`config.mk`:
```
export PLATFORM = sky130hd
export DESIGN_NAME = flash_host_ctrl
export DESIGN_NICKNAME = d
export VERILOG_FILES = /design/src/hw/flash_host_pkg.sv /design/src/hw/flash_bus_cycle.sv /design/src/hw/flash_host_ctrl.sv
export SDC_FILE = /design/constraint.sdc
export NUM_CORES = 1
export LEC_CHECK = 0
export BUFFER_PORTS_ARGS = -buffer_cell sky130_fd_sc_hd__buf_2
export CAP_MARGIN = 25
export CELL_PAD_IN_SITES_DETAIL_PLACEMENT = 0
export CELL_PAD_IN_SITES_GLOBAL_PLACEMENT = 1
export CORE_AREA = 10 10 145 147
export DETAILED_ROUTE_END_ITERATION = 6
export DIE_AREA = 0 0 155 157
export PLACE_DENSITY = 0.83
export SYNTH_ARGS = -nofsm -noshare
export SYNTH_HDL_FRONTEND = slang
export SYNTH_SLANG_ARGS = --single-unit
```
`constraint.sdc`:
```
create_clock -name pclk -period 6 [get_ports pclk]
set_clock_uncertainty 0.1 [all_clocks]
set_input_delay 0.3 -clock pclk [delete_from_list [all_inputs] [get_ports pclk]]
set_output_delay 0.3 -clock pclk [all_outputs]
set_load 0.1 [all_outputs]
```
`src/hw/flash_host_pkg.sv`:
```
package flash_host_pkg;

    // Register map of the controller, byte addresses on APB
    localparam logic [7:0] CTRL_OFF   = 8'h00;
    localparam logic [7:0] ADDR_OFF   = 8'h04;
    localparam logic [7:0] WDATA_OFF  = 8'h08;
    localparam logic [7:0] STATUS_OFF = 8'h0C;
    localparam logic [7:0] RDATA_OFF  = 8'h10;

    // Field positions
    localparam int CTRL_OP_LSB    = 0;
    localparam int ST_BUSY_BIT    = 8;
    localparam int ST_SUSP_BIT    = 9;
    localparam int ST_REFUSED_BIT = 10;
    localparam int ST_ERR_BIT     = 11;
    localparam int ST_OP_LSB      = 12;

    // Device status byte layout
    localparam int READY_BIT     = 7;
    localparam int SUSPEND_BIT   = 6;
    localparam int ERASE_ERR_BIT = 5;
    localparam int PROG_ERR_BIT  = 4;
    localparam int SUPPLY_BIT    = 3;
    localparam logic [7:0] STATUS_USED_MASK = 8'hF8;

    // Reset values
    localparam logic [7:0]  STATUS_RESET = 8'h80;
    localparam logic [15:0] WORD_RESET   = 16'h0000;

    // Device command codes
    localparam logic [7:0] ERASE_SETUP_CODE   = 8'h20;
    localparam logic [7:0] ERASE_CONFIRM_CODE = 8'hD0;
    localparam logic [7:0] ERASE_RESUME_CODE  = 8'hD0;
    localparam logic [7:0] ERASE_SUSPEND_CODE = 8'hB0;

    // Pin timing
    localparam int CLK_PERIOD_NS = 100;
    localparam int T_STROBE_NS   = 200;
    localparam int T_RECOVER_NS  = 100;
    localparam int SYNC_STAGES   = 2;
    localparam logic [7:0] STROBE_CYC =
        8'((T_STROBE_NS + CLK_PERIOD_NS - 1) / CLK_PERIOD_NS);
    localparam logic [7:0] READ_CYC   = 8'(STROBE_CYC + SYNC_STAGES);
    localparam logic [7:0] RECOV_CYC  =
        8'((T_RECOVER_NS + CLK_PERIOD_NS - 1) / CLK_PERIOD_NS);

    typedef enum logic [3:0] {
        OP_NONE         = 4'h0,
        OP_PROGRAM      = 4'h1,
        OP_ERASE        = 4'h2,
        OP_SUSPEND      = 4'h3,
        OP_RESUME       = 4'h4,
        OP_READ_ARRAY   = 4'h5,
        OP_READ_STATUS  = 4'h6,
        OP_CLEAR_STATUS = 4'h7
    } op_t;

    typedef enum logic [6:0] {
        ST_IDLE  = 7'b0000001,
        ST_CLEAR = 7'b0000010,
        ST_SETUP = 7'b0000100,
        ST_DATA  = 7'b0001000,
        ST_POLL  = 7'b0010000,
        ST_EXIT  = 7'b0100000,
        ST_READ  = 7'b1000000
    } seq_state_t;

    typedef enum logic [2:0] {
        PH_IDLE    = 3'b001,
        PH_STROBE  = 3'b010,
        PH_RECOVER = 3'b100
    } phase_t;

endpackage

```
`src/hw/flash_bus_cycle.sv`:
```
`timescale 1ns/1ps
module flash_bus_cycle
    import flash_host_pkg::*;
#(
    parameter int ADDR_W = 17
) (
    // Clock and reset
    input  wire logic              pclk,
    input  wire logic              presetn,
    // Cycle request
    input  wire logic              start,
    input  wire logic              write,
    input  wire logic [ADDR_W-1:0] addr,
    input  wire logic [15:0]       wdata,
    output logic                   done,
    output logic                   busy,
    output logic [15:0]            rdata,
    // Flash pins
    output logic [ADDR_W-1:0]      flash_addr,
    output logic [15:0]            flash_dq_out,
    output logic                   flash_dq_oe,
    input  wire logic [15:0]       flash_dq_in,
    output logic                   flash_ce_n,
    output logic                   flash_oe_n,
    output logic                   flash_we_n
);

    phase_t      phase;
    logic [7:0]  cnt;
    logic        is_write;
    logic [15:0] dq_s1;
    logic [15:0] dq_s2;

    assign busy = (phase != PH_IDLE);

    always_ff @(posedge pclk or negedge presetn) begin
        if (!presetn) begin
            dq_s1 <= WORD_RESET;
            dq_s2 <= WORD_RESET;
        end else begin
            dq_s1 <= flash_dq_in;
            dq_s2 <= dq_s1;
        end
    end

    // Strobes rise after every cycle so each status read is a fresh capture
    always_ff @(posedge pclk or negedge presetn) begin
        if (!presetn) begin
            phase        <= PH_IDLE;
            cnt          <= 8'h00;
            is_write     <= 1'b0;
            done         <= 1'b0;
            rdata        <= WORD_RESET;
            flash_addr   <= '0;
            flash_dq_out <= WORD_RESET;
            flash_dq_oe  <= 1'b0;
            flash_ce_n   <= 1'b1;
            flash_oe_n   <= 1'b1;
            flash_we_n   <= 1'b1;
        end else begin
            done <= 1'b0;
            case (phase)
                PH_IDLE: begin
                    if (start) begin
                        flash_addr   <= addr;
                        flash_dq_out <= wdata;
                        flash_dq_oe  <= write;
                        flash_ce_n   <= 1'b0;
                        flash_we_n   <= !write;
                        flash_oe_n   <= write;
                        is_write     <= write;
                        cnt          <= write ? STROBE_CYC - 8'h01 : READ_CYC - 8'h01;
                        phase        <= PH_STROBE;
                    end
                end
                PH_STROBE: begin
                    if (cnt == 8'h00) begin
                        if (!is_write) begin
                            rdata <= dq_s2;
                        end
                        flash_ce_n <= 1'b1;
                        flash_oe_n <= 1'b1;
                        flash_we_n <= 1'b1;
                        cnt        <= RECOV_CYC - 8'h01;
                        phase      <= PH_RECOVER;
                    end else begin
                        cnt <= cnt - 8'h01;
                    end
                end
                PH_RECOVER: begin
                    if (cnt == 8'h00) begin
                        flash_dq_oe <= 1'b0;
                        done        <= 1'b1;
                        phase       <= PH_IDLE;
                    end else begin
                        cnt <= cnt - 8'h01;
                    end
                end
                default: phase <= PH_IDLE;
            endcase
        end
    end

    strobe_excl_a: assert property (@(posedge pclk) disable iff (!presetn)
        !(!flash_oe_n && !flash_we_n && !flash_ce_n))
        else $error("read and write strobes low together");

    data_hold_a: assert property (@(posedge pclk) disable iff (!presetn)
        $rose(flash_we_n) |-> flash_dq_oe && $stable(flash_dq_out))
        else $error("write data not held past write strobe");

endmodule

```
`src/hw/flash_host_ctrl.sv`:
```
`timescale 1ns/1ps
module flash_host_ctrl
    import flash_host_pkg::*;
#(
    parameter int         ADDR_W            = 17,
    parameter logic [7:0] PROG_SETUP_CODE   = 8'h01,
    parameter logic [7:0] READ_ARRAY_CODE   = 8'h02,
    parameter logic [7:0] READ_STATUS_CODE  = 8'h03,
    parameter logic [7:0] CLEAR_STATUS_CODE = 8'h04
) (
    // APB slave
    input  wire logic              pclk,
    input  wire logic              presetn,
    input  wire logic              psel,
    input  wire logic              penable,
    input  wire logic              pwrite,
    input  wire logic [7:0]        paddr,
    input  wire logic [31:0]       pwdata,
    output logic [31:0]            prdata,
    output logic                   pready,
    output logic                   pslverr,
    // Flash pins
    output logic [ADDR_W-1:0]      flash_addr,
    output logic [15:0]            flash_dq_out,
    output logic                   flash_dq_oe,
    input  wire logic [15:0]       flash_dq_in,
    output logic                   flash_ce_n,
    output logic                   flash_oe_n,
    output logic                   flash_we_n
);

    if (ADDR_W < 17 || ADDR_W > 24) begin : g_bad_width
        $error("ADDR_W must cover the block-select bits and fit the address register");
    end

    seq_state_t          state;
    op_t                 op;
    logic                issued;
    logic                suspended;
    logic                refused;
    logic [7:0]          status_byte;
    logic [15:0]         rdata_reg;
    logic [ADDR_W-1:0]   addr_reg;
    logic [15:0]         wdata_reg;
    logic                cyc_start;
    logic                cyc_write;
    logic                cyc_done;
    logic                cyc_busy;
    logic [15:0]         cyc_rdata;
    logic                wr_en;
    logic                go;
    op_t                 new_op;
    logic                mapped;
    logic                accept;
    logic                susp_req;

    function automatic logic op_allowed(input op_t o, input logic susp);
        case (o)
            OP_READ_ARRAY, OP_READ_STATUS: op_allowed = 1'b1;
            OP_RESUME:                     op_allowed = susp;
            OP_PROGRAM, OP_ERASE, OP_SUSPEND, OP_CLEAR_STATUS: op_allowed = !susp;
            default:                       op_allowed = 1'b0;
        endcase
    endfunction

    function automatic seq_state_t first_state(input op_t o);
        case (o)
            OP_PROGRAM, OP_ERASE, OP_CLEAR_STATUS: first_state = ST_CLEAR;
            OP_SUSPEND, OP_RESUME:                 first_state = ST_DATA;
            OP_READ_ARRAY, OP_READ_STATUS:         first_state = ST_SETUP;
            default:                               first_state = ST_IDLE;
        endcase
    endfunction

    function automatic logic [15:0] cmd_word(input seq_state_t s, input op_t o,
                                             input logic [15:0] d);
        logic [7:0] c;
        c = READ_ARRAY_CODE;
        case (s)
            ST_CLEAR: c = CLEAR_STATUS_CODE;
            ST_SETUP: begin
                case (o)
                    OP_PROGRAM:     c = PROG_SETUP_CODE;
                    OP_ERASE:       c = ERASE_SETUP_CODE;
                    OP_READ_STATUS: c = READ_STATUS_CODE;
                    default:        c = READ_ARRAY_CODE;
                endcase
            end
            ST_DATA: begin
                case (o)
                    OP_ERASE:   c = ERASE_CONFIRM_CODE;
                    OP_SUSPEND: c = ERASE_SUSPEND_CODE;
                    OP_RESUME:  c = ERASE_RESUME_CODE;
                    default:    c = READ_ARRAY_CODE;
                endcase
            end
            default: c = READ_ARRAY_CODE;
        endcase
        if (s == ST_DATA && o == OP_PROGRAM) begin
            cmd_word = d;
        end else begin
            cmd_word = {8'h00, c};
        end
    endfunction

    // Zero wait states: every register answers in the first access cycle
    assign pready  = 1'b1;
    assign mapped  = (paddr == CTRL_OFF) || (paddr == ADDR_OFF) || (paddr == WDATA_OFF)
                  || (paddr == STATUS_OFF) || (paddr == RDATA_OFF);
    assign pslverr = psel && penable && !mapped;
    assign wr_en   = psel && penable && pwrite;
    assign go      = wr_en && (paddr == CTRL_OFF);
    assign new_op  = op_t'(pwdata[CTRL_OP_LSB +: 4]);
    // Suspend is the one order taken mid-operation, and only while an erase is polled
    assign accept  = go && op_allowed(new_op, suspended)
                  && (state == ST_IDLE || (state == ST_POLL && new_op == OP_SUSPEND
                  && (op == OP_ERASE || op == OP_RESUME)));

    // One pin cycle per step; polls are plain read cycles, no command written
    assign cyc_start = (state != ST_IDLE) && !issued && !cyc_busy;
    assign cyc_write = (state != ST_POLL) && (state != ST_READ);

    flash_bus_cycle #(.ADDR_W(ADDR_W)) u_cycle (
        .pclk         (pclk),
        .presetn      (presetn),
        .start        (cyc_start),
        .write        (cyc_write),
        .addr         (addr_reg),
        .wdata        (cmd_word(state, op, wdata_reg)),
        .done         (cyc_done),
        .busy         (cyc_busy),
        .rdata        (cyc_rdata),
        .flash_addr   (flash_addr),
        .flash_dq_out (flash_dq_out),
        .flash_dq_oe  (flash_dq_oe),
        .flash_dq_in  (flash_dq_in),
        .flash_ce_n   (flash_ce_n),
        .flash_oe_n   (flash_oe_n),
        .flash_we_n   (flash_we_n)
    );

    always_ff @(posedge pclk or negedge presetn) begin
        if (!presetn) begin
            addr_reg  <= '0;
            wdata_reg <= WORD_RESET;
        end else if (wr_en && paddr == ADDR_OFF) begin
            addr_reg  <= pwdata[ADDR_W-1:0];
        end else if (wr_en && paddr == WDATA_OFF) begin
            wdata_reg <= pwdata[15:0];
        end
    end

    always_ff @(posedge pclk or negedge presetn) begin
        if (!presetn) begin
            refused <= 1'b0;
        end else if (go) begin
            refused <= !accept;
        end
    end

    always_ff @(posedge pclk or negedge presetn) begin
        if (!presetn) begin
            issued <= 1'b0;
        end else if (cyc_done) begin
            issued <= 1'b0;
        end else if (cyc_start) begin
            issued <= 1'b1;
        end
    end

    // A suspend taken mid-poll waits for the read in flight before its write
    always_ff @(posedge pclk or negedge presetn) begin
        if (!presetn) begin
            susp_req <= 1'b0;
        end else if (state != ST_POLL) begin
            susp_req <= 1'b0;
        end else if (accept) begin
            susp_req <= 1'b1;
        end
    end

    always_ff @(posedge pclk or negedge presetn) begin
        if (!presetn) begin
            state       <= ST_IDLE;
            op          <= OP_NONE;
            suspended   <= 1'b0;
            status_byte <= STATUS_RESET;
            rdata_reg   <= WORD_RESET;
        end else begin
            case (state)
                ST_IDLE: begin
                    if (accept) begin
                        op    <= new_op;
                        state <= first_state(new_op);
                    end
                end
                ST_CLEAR: begin
                    if (cyc_done) begin
                        status_byte <= STATUS_RESET;
                        state       <= (op == OP_CLEAR_STATUS) ? ST_IDLE : ST_SETUP;
                    end
                end
                ST_SETUP: begin
                    if (cyc_done) begin
                        // Erase setup is always followed by its confirm
                        state <= (op == OP_READ_ARRAY || op == OP_READ_STATUS)
                               ? ST_READ : ST_DATA;
                    end
                end
                ST_DATA: begin
                    if (cyc_done) begin
                        if (op == OP_RESUME) begin
                            suspended <= 1'b0;
                        end
                        state <= ST_POLL;
                    end
                end
                ST_POLL: begin
                    if (cyc_done) begin
                        status_byte <= cyc_rdata[7:0] & STATUS_USED_MASK;
                        if (susp_req && !cyc_rdata[READY_BIT]) begin
                            op    <= OP_SUSPEND;
                            state <= ST_DATA;
                        end else if (cyc_rdata[READY_BIT]) begin
                            if (cyc_rdata[SUSPEND_BIT]) begin
                                suspended <= 1'b1;
                                state     <= ST_IDLE;
                            end else begin
                                state <= ST_EXIT;
                            end
                        end
                    end
                end
                ST_EXIT: begin
                    if (cyc_done) begin
                        state <= ST_IDLE;
                    end
                end
                ST_READ: begin
                    if (cyc_done) begin
                        rdata_reg <= cyc_rdata;
                        if (op == OP_READ_STATUS) begin
                            status_byte <= cyc_rdata[7:0] & STATUS_USED_MASK;
                        end
                        state <= ST_IDLE;
                    end
                end
                default: state <= ST_IDLE;
            endcase
        end
    end

    always_ff @(posedge pclk or negedge presetn) begin
        if (!presetn) begin
            prdata <= 32'h00000000;
        end else if (psel && !penable) begin
            case (paddr)
                CTRL_OFF:   prdata <= {28'h0000000, op};
                ADDR_OFF:   prdata <= 32'(addr_reg);
                WDATA_OFF:  prdata <= {16'h0000, wdata_reg};
                STATUS_OFF: prdata <= {16'h0000, op, |status_byte[SUPPLY_BIT +: 3], refused,
                                       suspended, state != ST_IDLE, status_byte};
                RDATA_OFF:  prdata <= {16'h0000, rdata_reg};
                default:    prdata <= 32'h00000000;
            endcase
        end
    end

    clear_first_a: assert property (@(posedge pclk) disable iff (!presetn)
        accept && (new_op == OP_PROGRAM || new_op == OP_ERASE) |=> state == ST_CLEAR)
        else $error("program or erase did not start with a status clear");

    confirm_next_a: assert property (@(posedge pclk) disable iff (!presetn)
        state == ST_SETUP && op == OP_ERASE && cyc_done |=> state == ST_DATA)
        else $error("erase setup not followed by confirm");

    confirm_code_a: assert property (@(posedge pclk) disable iff (!presetn)
        cyc_start && state == ST_DATA && op == OP_ERASE |-> ##1 flash_dq_out == 16'h00D0)
        else $error("erase confirm code wrong");

    suspend_code_a: assert property (@(posedge pclk) disable iff (!presetn)
        cyc_start && state == ST_DATA && op == OP_SUSPEND |-> ##1 flash_dq_out == 16'h00B0)
        else $error("suspend code not driven");

    refuse_susp_a: assert property (@(posedge pclk) disable iff (!presetn)
        go && state == ST_IDLE && suspended && new_op == OP_PROGRAM |=>
        state == ST_IDLE && refused)
        else $error("program accepted while suspended");

    poll_again_a: assert property (@(posedge pclk) disable iff (!presetn)
        state == ST_POLL && cyc_done && !cyc_rdata[READY_BIT] && !susp_req |=>
        state == ST_POLL ##[1:3] !flash_oe_n)
        else $error("busy status not polled again");

    exit_array_a: assert property (@(posedge pclk) disable iff (!presetn)
        state == ST_POLL && cyc_done && cyc_rdata[READY_BIT] && !cyc_rdata[SUSPEND_BIT]
        |=> state == ST_EXIT)
        else $error("no read-array after completion");

    resume_clears_a: assert property (@(posedge pclk) disable iff (!presetn)
        state == ST_DATA && op == OP_RESUME && cyc_done |=> !suspended && state == ST_POLL)
        else $error("resume left suspended state");

    reserved_mask_a: assert property (@(posedge pclk) disable iff (!presetn)
        state == ST_POLL && cyc_done |=> status_byte[2:0] == 3'b000
        && status_byte[READY_BIT] == $past(cyc_rdata[READY_BIT]))
        else $error("reserved status bits not masked");

endmodule

```
=== Word-level counts from Yosys, hierarchy flattened ===
Index checks and enable logic that the tools add are counted.

* Bitwise operators: 2
* Magnitude comparators: 0
* Reduce and logical (&&, ||, !) cells: 60
* $add $sub $neg: 1
* Multiply operators: 0
* Multiplexer cells: 59
* Equality and inequality tests: 50
* Shifts and indexed selects: 0
* Div/mod/pow operators: 0

{| class="wikitable"
|+ Operators with widths
! cell !! count
|-
| 17-bit case mux with 5 select lines || 1
|-
| 8-bit case mux with 3 select lines || 3
|-
| 7-bit two-way mux || 9
|-
| 8-bit two-way mux || 7
|-
| 7-bit case mux with 6 select lines || 1
|-
| 4-bit by 3-bit == test with 1-bit output (second input constant) || 8
|-
| 2-bit by 1-bit != test with 1-bit output (second input constant) || 11
|-
| 6-bit case mux with 3 select lines || 1
|-
| 1-bit two-way mux || 17
|-
| 4-bit by 2-bit == test with 1-bit output (second input constant) || 4
|-
| 8-bit by 4-bit == test with 1-bit output (second input constant) || 2
|-
| 1-bit logical AND || 16
|-
| 8-bit zero test || 2
|-
| 16-bit two-way mux || 1
|-
| 8-bit case mux with 2 select lines || 1
|-
| 3-bit AND reduction || 5
|-
| 7-bit AND reduction || 2
|-
| 3-bit two-way mux || 4
|-
| 4-bit two-way mux || 3
|-
| 2-bit != test (second input constant) || 6
|-
| 4-bit case mux with 3 select lines || 1
|-
| 2-bit nonzero test || 6
|-
| 1-bit case mux with 2 select lines || 5
|-
| 3-bit case mux with 3 select lines || 1
|-
| other kinds (32) || 55
|}

* Latch bits: 0
* Bits in read-only memories: 0
* RAM bits: 0
* Memories kept: 0
* Register bits after elaboration: 202

=== Longest topological paths before layout ===
Gate-level depths: netlist of the first run.

* Depth in word-level cells: 7
* Gate-level depth with buffers: 8

=== By module ===
A second synthesis of the first run with hierarchy kept.

* Cell total of the unflattened synthesis: 723
* Area, all modules: 8,219.1 sq um

{| class="wikitable"
|+ By module, submodules not included
! module !! instances !! cells each !! seq. area each (sq um) !! area an instance (sq um)
|-
| flash_host_ctrl || 1 || 427 || 2,154.6 || 4,606.9
|-
| flash_bus_cycle || 1 || 296 || 2,457.4 || 3,612.2
|}

=== Worst setup path before layout of the first run ===
Ideal clock, no wire load.

* Path kind: input to output
* From: input paddr[3]
* To: output pslverr
* Path slack: 2.396 ns
* Cell stages on the path: 6
* Required time: 5.600 ns
* Buffers on the path: 3
* Arrival time: 3.204 ns
* Path through: clkbuf_1 -> nor2_1 -> and3_1 -> clkbuf_1 -> buf_2 -> nor3_1

* Cells in the longest elaborated chain, start to end: 7

{| class="wikitable"
|+ RTL lines
! element !! RTL line !! text
|-
| from (decl) || flash_host_ctrl.sv:17 || <nowiki>input wire logic [7:0] paddr,</nowiki>
|-
| 8-bit by 3-bit == test with 1-bit output or 8-bit zero test (tied branches) || flash_host_ctrl.sv:108 || <nowiki>assign mapped = (paddr == CTRL_OFF) || (paddr == ADDR_OFF) || (paddr == WDATA_OFF)</nowiki>
|-
| 1-bit logical OR (2 in series) || flash_host_ctrl.sv:108 ||
|-
| 1-bit logical OR || flash_host_ctrl.sv:109 || <nowiki>|| (paddr == STATUS_OFF) || (paddr == RDATA_OFF);</nowiki>
|-
| 1-bit logical OR * || flash_host_ctrl.sv:109 ||
|-
| 1-bit zero test * || flash_host_ctrl.sv:110 || <nowiki>assign pslverr = psel && penable && !mapped;</nowiki>
|-
| 1-bit logical AND * || flash_host_ctrl.sv:110 ||
|-
| to (decl) || flash_host_ctrl.sv:21 || <nowiki>output logic pslverr,</nowiki>
|}

Mark *: on every way between the ends. The rest lies on a longest branch, timed or not.

=== Final worst setup path of the first run ===
* From: register state[2]
* To: register rdata_reg[3]

* Cells in the longest elaborated chain, start to end: 2

{| class="wikitable"
|+ RTL lines
! element !! RTL line !! text
|-
| from (decl) || flash_host_ctrl.sv:36 || <nowiki>seq_state_t state;</nowiki>
|-
| from (signal assigned) || flash_host_ctrl.sv:194 || <nowiki>state <= first_state(new_op);</nowiki>
|-
| from (signal assigned) || flash_host_ctrl.sv:200 || <nowiki>state <= (op == OP_CLEAR_STATUS) ? ST_IDLE : ST_SETUP;</nowiki>
|-
| from (signal assigned) || flash_host_ctrl.sv:206 || <nowiki>state <= (op == OP_READ_ARRAY || op == OP_READ_STATUS)</nowiki>
|-
| 7-bit == test || flash_host_ctrl.sv:190 || <nowiki>case (state)</nowiki>
|-
| 2-bit AND reduction (no source line) || - ||
|-
| to (signal assigned) || flash_host_ctrl.sv:241 || <nowiki>rdata_reg <= cyc_rdata;</nowiki>
|-
| to (decl) || flash_host_ctrl.sv:42 || <nowiki>logic [15:0] rdata_reg;</nowiki>
|}

Every way passes these cells.
A chain may end at the register's enable or synchronous reset.

==> results of run 1 <==
[placed cells by master, fill, tap and decap left out, types with 3 or more instances in the layout]
cell / instances
a21oi_1: 18
o211ai_1: 5
inv_8: 3
buf_2: 99
a22o_1: 24
a222oi_1: 3
nand2b_1: 6
dfrtp_1: 178
clkinv_8: 3
nor4_1: 7
dfstp_2: 6
a211oi_1: 3
xor2_1: 9
nor3_1: 13
a22oi_1: 13
nor2b_1: 8
dlygate4sd3_1: 20
nor2_1: 33
mux2_4: 10
nand2_1: 104
mux2_2: 69
nor3b_1: 4
o21ai_0: 33
o21a_1: 4
conb_1: 16
inv_1: 8
nand3_1: 9
and2_1: 6
buf_4: 5
clkbuf_16: 17
and3_1: 10
o31ai_1: 9
inv_6: 5
[per-stage QoR]
stage	instances	hold slack [ns]	worst slack, ns
after floorplan	712	-0.0956	2.40
after global placement	994	0.187	3.07
after detailed placement	994	0.185	3.04
after CTS	1046	0.000944	3.00
after global routing	1047	0.0141	2.78
final	1047	0.0153	2.99
[routing by layer]
metal  track usage  vias to the layer above  part of all wire
li1              -                     2656                 -
met1         0.201                     2838              0.42
met2         0.278                      146              0.51
met3        0.0374                       28             0.049
met4        0.0666                        2             0.022
met5             0                        -           0.00040
[synthesized netlist by cell type, drive strengths merged (9+ instances only)]
library cell | number | share of area
o31ai | 9 | 0.0084
mux2 | 79 | 0.12
nand2 | 105 | 0.050
nor2 | 35 | 0.018
buf | 26 | 0.022
o21ai | 33 | 0.021
a22o | 24 | 0.026
nand3 | 10 | 0.0069
a22oi | 13 | 0.012
dfrtp | 178 | 0.56
xor2 | 9 | 0.0098
a21oi | 18 | 0.011
clkbuf | 31 | 0.015
nor3 | 14 | 0.010
and3 | 10 | 0.0078
[cell type report]
class	instances	area, um2	share of cell area
sequential	184	4610	0.487
multi-input combinational	463	3150	0.333
timing repair buffer	126	772	0.0816
clock buffer	17	425	0.0450
tap	234	293	0.0309
clock inverter	15	181	0.0192
inverter	8	30.0	0.00317
[cells by family after synthesis]
kind of cell    count (synthesis)  share of synthesized area
flops                         184                      0.575
xor+xnor                       10                     0.0109
simple gates                  221                      0.134
fa+ha+maj                       2                    0.00312
other cells                     2                   0.000936
compound gates                133                      0.117
buf+inv                        65                     0.0409
mux                            81                      0.118
[worst register-to-register path: stages, from the launching register on]
cell and delay, ns:
dfrtp_1 0.50, nor3_1 0.61, nand2b_1 0.18, nor2_1 0.12, nand4b_1 0.77, mux2_2 0.60
[what timing repair did]
item | 4_1_cts | 5_1_grt
hold endpoints to repair | 71 | 0
hold buffers | 20 | 0
endpoints found under the setup margin | 0 | 0
[path summary, 6_finish.rpt]
| check | slack (ns) | endpoint | cells after the start | startpoint |
|---|---|---|---|---|
| max | 2.99 | rdata_reg[3] | 5 | state[2] |
| min | 0.02 | wdata_reg[10] | 2 | pwdata[10] |
| max reg2reg | 2.99 | rdata_reg[3] | 5 | state[2] |
| min reg2reg | 0.25 | u_cycle.dq_s2[3] | 0 | u_cycle.dq_s1[3] |
| max in group asynchronous | 4.44 | u_cycle.flash_dq_out[7] | 3 | presetn |
| min in group asynchronous | 0.28 | u_cycle.dq_s2[14] | 2 | presetn |
[power groups by stage]
stage / logic [mW] / registers, mW / clock network, mW
finish: 0.693 / 1.42 / 1.13
global route: 0.745 / 1.43 / 1.21
CTS: 0.694 / 1.42 / 1.16
detailed placement: 0.682 / 1.44 / 0
global placement: 0.680 / 1.44 / 0
floorplan: 0.344 / 1.62 / 0
==> metrics, run 1 <==
status=completed; Clock Root Buffer=clkbuf_16; Initial Utilization=0.438; RSZ-0062 raised after global routing=no; clock share of power=0.350; Clock Path Buffers=2; Layout Nets=around 860; CP max-delay cell=nand4b_1; worst-skew pair later-pin latency=between 0.4 and 0.5 ns; fin. max-slew vios=0; Vias/cell=5.42; Post-route DRC=0; minimum clock period=3.01 ns; Leak=approximately 4.7 nW; synth unique cells=70; fraction of power consumed by combinational cells=0.214; layout cells sized above 1=0.289; IO buf count=100; post-DP HPWL=around 14000 um; NetSw=between 1 and 1.5 mW; initial antenna violation count=1; grt ovf=0; Internal=2.11 mW; Routed Antenna Nets=0; Slew headroom=0.340; Fmax=approximately 330 MHz; CP Capture Type=flop; Pre-Repair DR Iteration Count=5; CTS tree=built; placed inst area=8630 um2; global-route wire length before repair=~32000 um; CP Data Required Time=between 6 and 7 ns; Via Count=5670; ys async rst share=1.00; Placement Rows=50; Area Growth Syn to Fin=17.9%; Die W=155 um; fill cell total of the finished layout=between 1500 and 2000; die area=~24000 um2; wire per inst=19.0 um; Design Area, Final=9460 um2; CP startpoint kind=flop; number of global-route vias before repair=between 5000 and 6000; Reg power frac=0.437; Cell Chain, Critical Path=nor3_1 > nand2b_1 > nor2_1 > nand4b_1 > mux2_2; total power draw=approximately 3.2 mW; GRT Overall Usage=0.165; CP top delay family=simple AND/OR/NAND/NOR gates; Worst-Margin Slew=roughly 0.98 ns; Fin Setup TNS=0 ns; Avg Cell Area, Syn=approximately 11 um2; Post-synth EDFFs=0; Post-synth top flop=dfrtp_1; Final period util=0.502; H-tree lvl count=4; boundary pin count=roughly 130; largest net degree at the start of global routing=slightly below 80; First DRT Iteration DRCs=432; PwrDens=343 nW/um2; post-cts resize count=0; worst vdd ir=around 0.22 mV; FF+latch count, synth=roughly 180; CP peak stage delay=roughly 0.77 ns; arrival time worst endpoint=roughly 3.2 ns; placer's final routability congestion estimate=between 0.8 and 0.9; Final Hold Viols=0; CP Class=flop to flop; worst-path fanout max=16; CP Buf/Inv Count=0; setup violators final=0; Core Area=roughly 18000 um2; DIE HEIGHT=around 160 um; TritonCTS buffer count=17; Post-CTS Setup Bufs=0; Max-Cap Viols=0; Worst Hold Class=primary input to flop; overall routed net length=around 20000 um; fin util=0.516; sequential area share after synthesis=0.575; Syn Inst Count=roughly 700; diode count=0; cell area after synthesis=8020 um2; sw frac=0.350; CTS Sinks=184; YS warnings=0; clock transition at the registers of the reported paths=about 0.070 ns
Note: power is estimated with default switching activity, not from simulation.
==> run 2, diff against run 1 <==
clock period = 3.05 ns   (was 6 ns; I/O delays follow)
==> run 2 against run 1 <==
  * Total power up 94%
  * Flip-flop and latch count did not move
  * Via count grew 1.6%
  * Highest routed layer unchanged
  * Routed wire length up 0.50%
  * Clock power up 86%
  * Sequential power increased by 96%
==> metrics, run 2 (synthesis results as in run 1) <==
status=completed (unchanged); CP max-delay cell=nor4_1 (was nand4b_1); hold_sp=pwdata[0] (was pwdata[10]); r2r setup slk=0.54 ns (was 2.99 ns); Cell Chain, Critical Path=nor4_1 > nand3_1 > nor2_1 > a22o_1 (was nor3_1 > nand2b_1 > nor2_1 > nand4b_1 > mux2_2); Worst Hold Class=primary input to flop (unchanged); clock share of power=0.334 (was 0.350); Fin Setup TNS=0 ns (unchanged); worst-path fanout max=11 (was 16); overall routed net length=20000 um (was 19900 um); total power draw=6.28 mW (was 3.24 mW); reg2reg path depth=4 (was 5); CP peak stage delay=0.70 ns (was 0.77 ns); Area Growth Syn to Fin=19.9% (was 17.9%); PwrDens=653 nW/um2 (was 343 nW/um2); Hold EP=wdata_reg[0] (was wdata_reg[10]); Initial Utilization=0.438 (unchanged); CP top delay family=simple AND/OR/NAND/NOR gates (unchanged); Placement Rows=50 (unchanged); CP Buf/Inv Count=0 (unchanged); busiest grt layer=met2 (unchanged); GRT Overall Usage=0.167 (was 0.165); most frequent cells in the layout=178 x dfrtp_1, 104 x nand2_1, 99 x buf_2 (unchanged); worst vdd ir=0.420 mV (was 0.219 mV); CP startpoint kind=flop (unchanged); setup violators final=0 (unchanged); DIE HEIGHT=157 um (unchanged); First DRT Iteration DRCs=471 (was 432); Clock Path Buffers=2 (unchanged); CP Capture Type=flop (unchanged); NetSw=2.15 mW (was 1.14 mW); number of global-route vias before repair=5937 (was 5886); arrival time worst endpoint=2.76 ns (was 3.23 ns); Layout Nets=886 (was 863); Slew headroom=0.458 (was 0.340); met3 Usage GRT=0.0445 (was 0.0374); Worst-Margin Slew=0.810 ns (was 0.984 ns); H-tree lvl count=4 (unchanged); fraction of power consumed by combinational cells=0.224 (was 0.214); Critical R2R Launch=state[2] (unchanged); global-route wire length before repair=32200 um (was 31700 um); Reg power frac=0.442 (was 0.437); grt ovf=0 (unchanged); Vias/cell=5.38 (was 5.42); initial antenna violation count=3 (was 1); Post-route DRC=0 (unchanged); Fmax=399 MHz (was 332 MHz); die area=24300 um2 (unchanged); Final Hold Viols=0 (unchanged); RSZ-0062 raised after global routing=no (unchanged); CP Data Required Time=3.31 ns (was 6.22 ns); IO buf count=100 (unchanged); fin. max-slew vios=0 (unchanged); Core Area=18300 um2 (unchanged); boundary pin count=132 (unchanged); wire per inst=18.6 um (was 19.0 um); Final period util=0.823 (was 0.502); hold depth=2 (unchanged); largest net degree at the start of global routing=71 (was 77); Leak=4.77 nW (was 4.70 nW); Max-Cap Viols=0 (unchanged); layout cells sized above 1=0.293 (was 0.289); Routed Antenna Nets=0 (unchanged); Internal=4.13 mW (was 2.11 mW); TritonCTS buffer count=17 (unchanged); GRT met2 Usage=0.275 (was 0.278); M1 GR Usage=0.209 (was 0.201); CP Class=flop to flop (unchanged); CTS Sinks=184 (unchanged); Via Count=5762 (was 5670); Die W=155 um (unchanged); Pre-Repair DR Iteration Count=7 (was 5); CTS tree=built (unchanged); worst-skew pair later-pin latency=0.43 ns (was 0.44 ns); clock transition at the registers of the reported paths=0.07 ns (about the same); sw frac=0.342 (was 0.350); worst r2r dst=status_byte[5] (was rdata_reg[3]); Clock Root Buffer=clkbuf_16 (unchanged); commonest non-fill, non-tap cell in the layout=dfrtp_1 (unchanged); post-DP HPWL=14100 um (about the same); placer's final routability congestion estimate=0.872 (was 0.867); minimum clock period=2.51 ns (was 3.01 ns)
run 2: power by group through the flow:
stage | Clock [mW] | Combinational, mW | Sequential [mW]
6_report | 2.10 | 1.41 | 2.78
4_1_cts | 2.14 | 1.41 | 2.78
3_5_place_dp | 0 | 1.38 | 2.82
2_1_floorplan | 0 | 0.676 | 3.19
5_1_grt | 2.25 | 1.52 | 2.80
3_3_place_gp | 0 | 1.37 | 2.82
run 2: cell type report:
cell class	instances	area, um2
fillers	1624	8710
flip-flops and latches	184	4610
multi-input cells	463	3150
repair buffers	149	967
clock buffers	19	433
well taps	234	293
clock inverters	13	124
inverters	8	30.0
diodes	2	5.00
run 2: worst max path at each step:
stage | cells past startpoint | end | startpoint
6_report | 4 | status_byte[5] | state[2]
5_1_grt | 5 | u_cycle.flash_we_n | state[2]
4_1_cts | 5 | u_cycle.flash_we_n | state[2]
3_5_place_dp | 5 | u_cycle.flash_we_n | state[2]
3_3_place_gp | 5 | u_cycle.flash_we_n | state[2]
2_1_floorplan | 6 | pslverr | paddr[3]
run 2: what timing repair did:
item / in CTS / in global routing
endpoints found under the hold margin: 110 / 0
resized for setup: 0 / 0
hold buffers: 32 / 0
setup buffers: 0 / 0
run 2: per-layer routing:
metal,up-vias,share of wire
met4,2,0.023
met2,161,0.49
li1,2696,-
met5,-,0.00035
met3,32,0.053
met1,2871,0.43
run 2: per-stage QoR:
step                      instances  hold slack (ns)  instance area, um2   util  setup slack [ns]
after CTS                      1070           0.0151                9610  0.524             0.528
final                          1072           0.0319                9620  0.525             0.541
after floorplan                 712           -0.243                8080      -             0.590
after global placement         1006           0.0952                8730  0.477             0.545
after detailed placement       1006           0.0951                8730  0.477             0.533
after global routing           1071           0.0412                9610  0.525             0.317
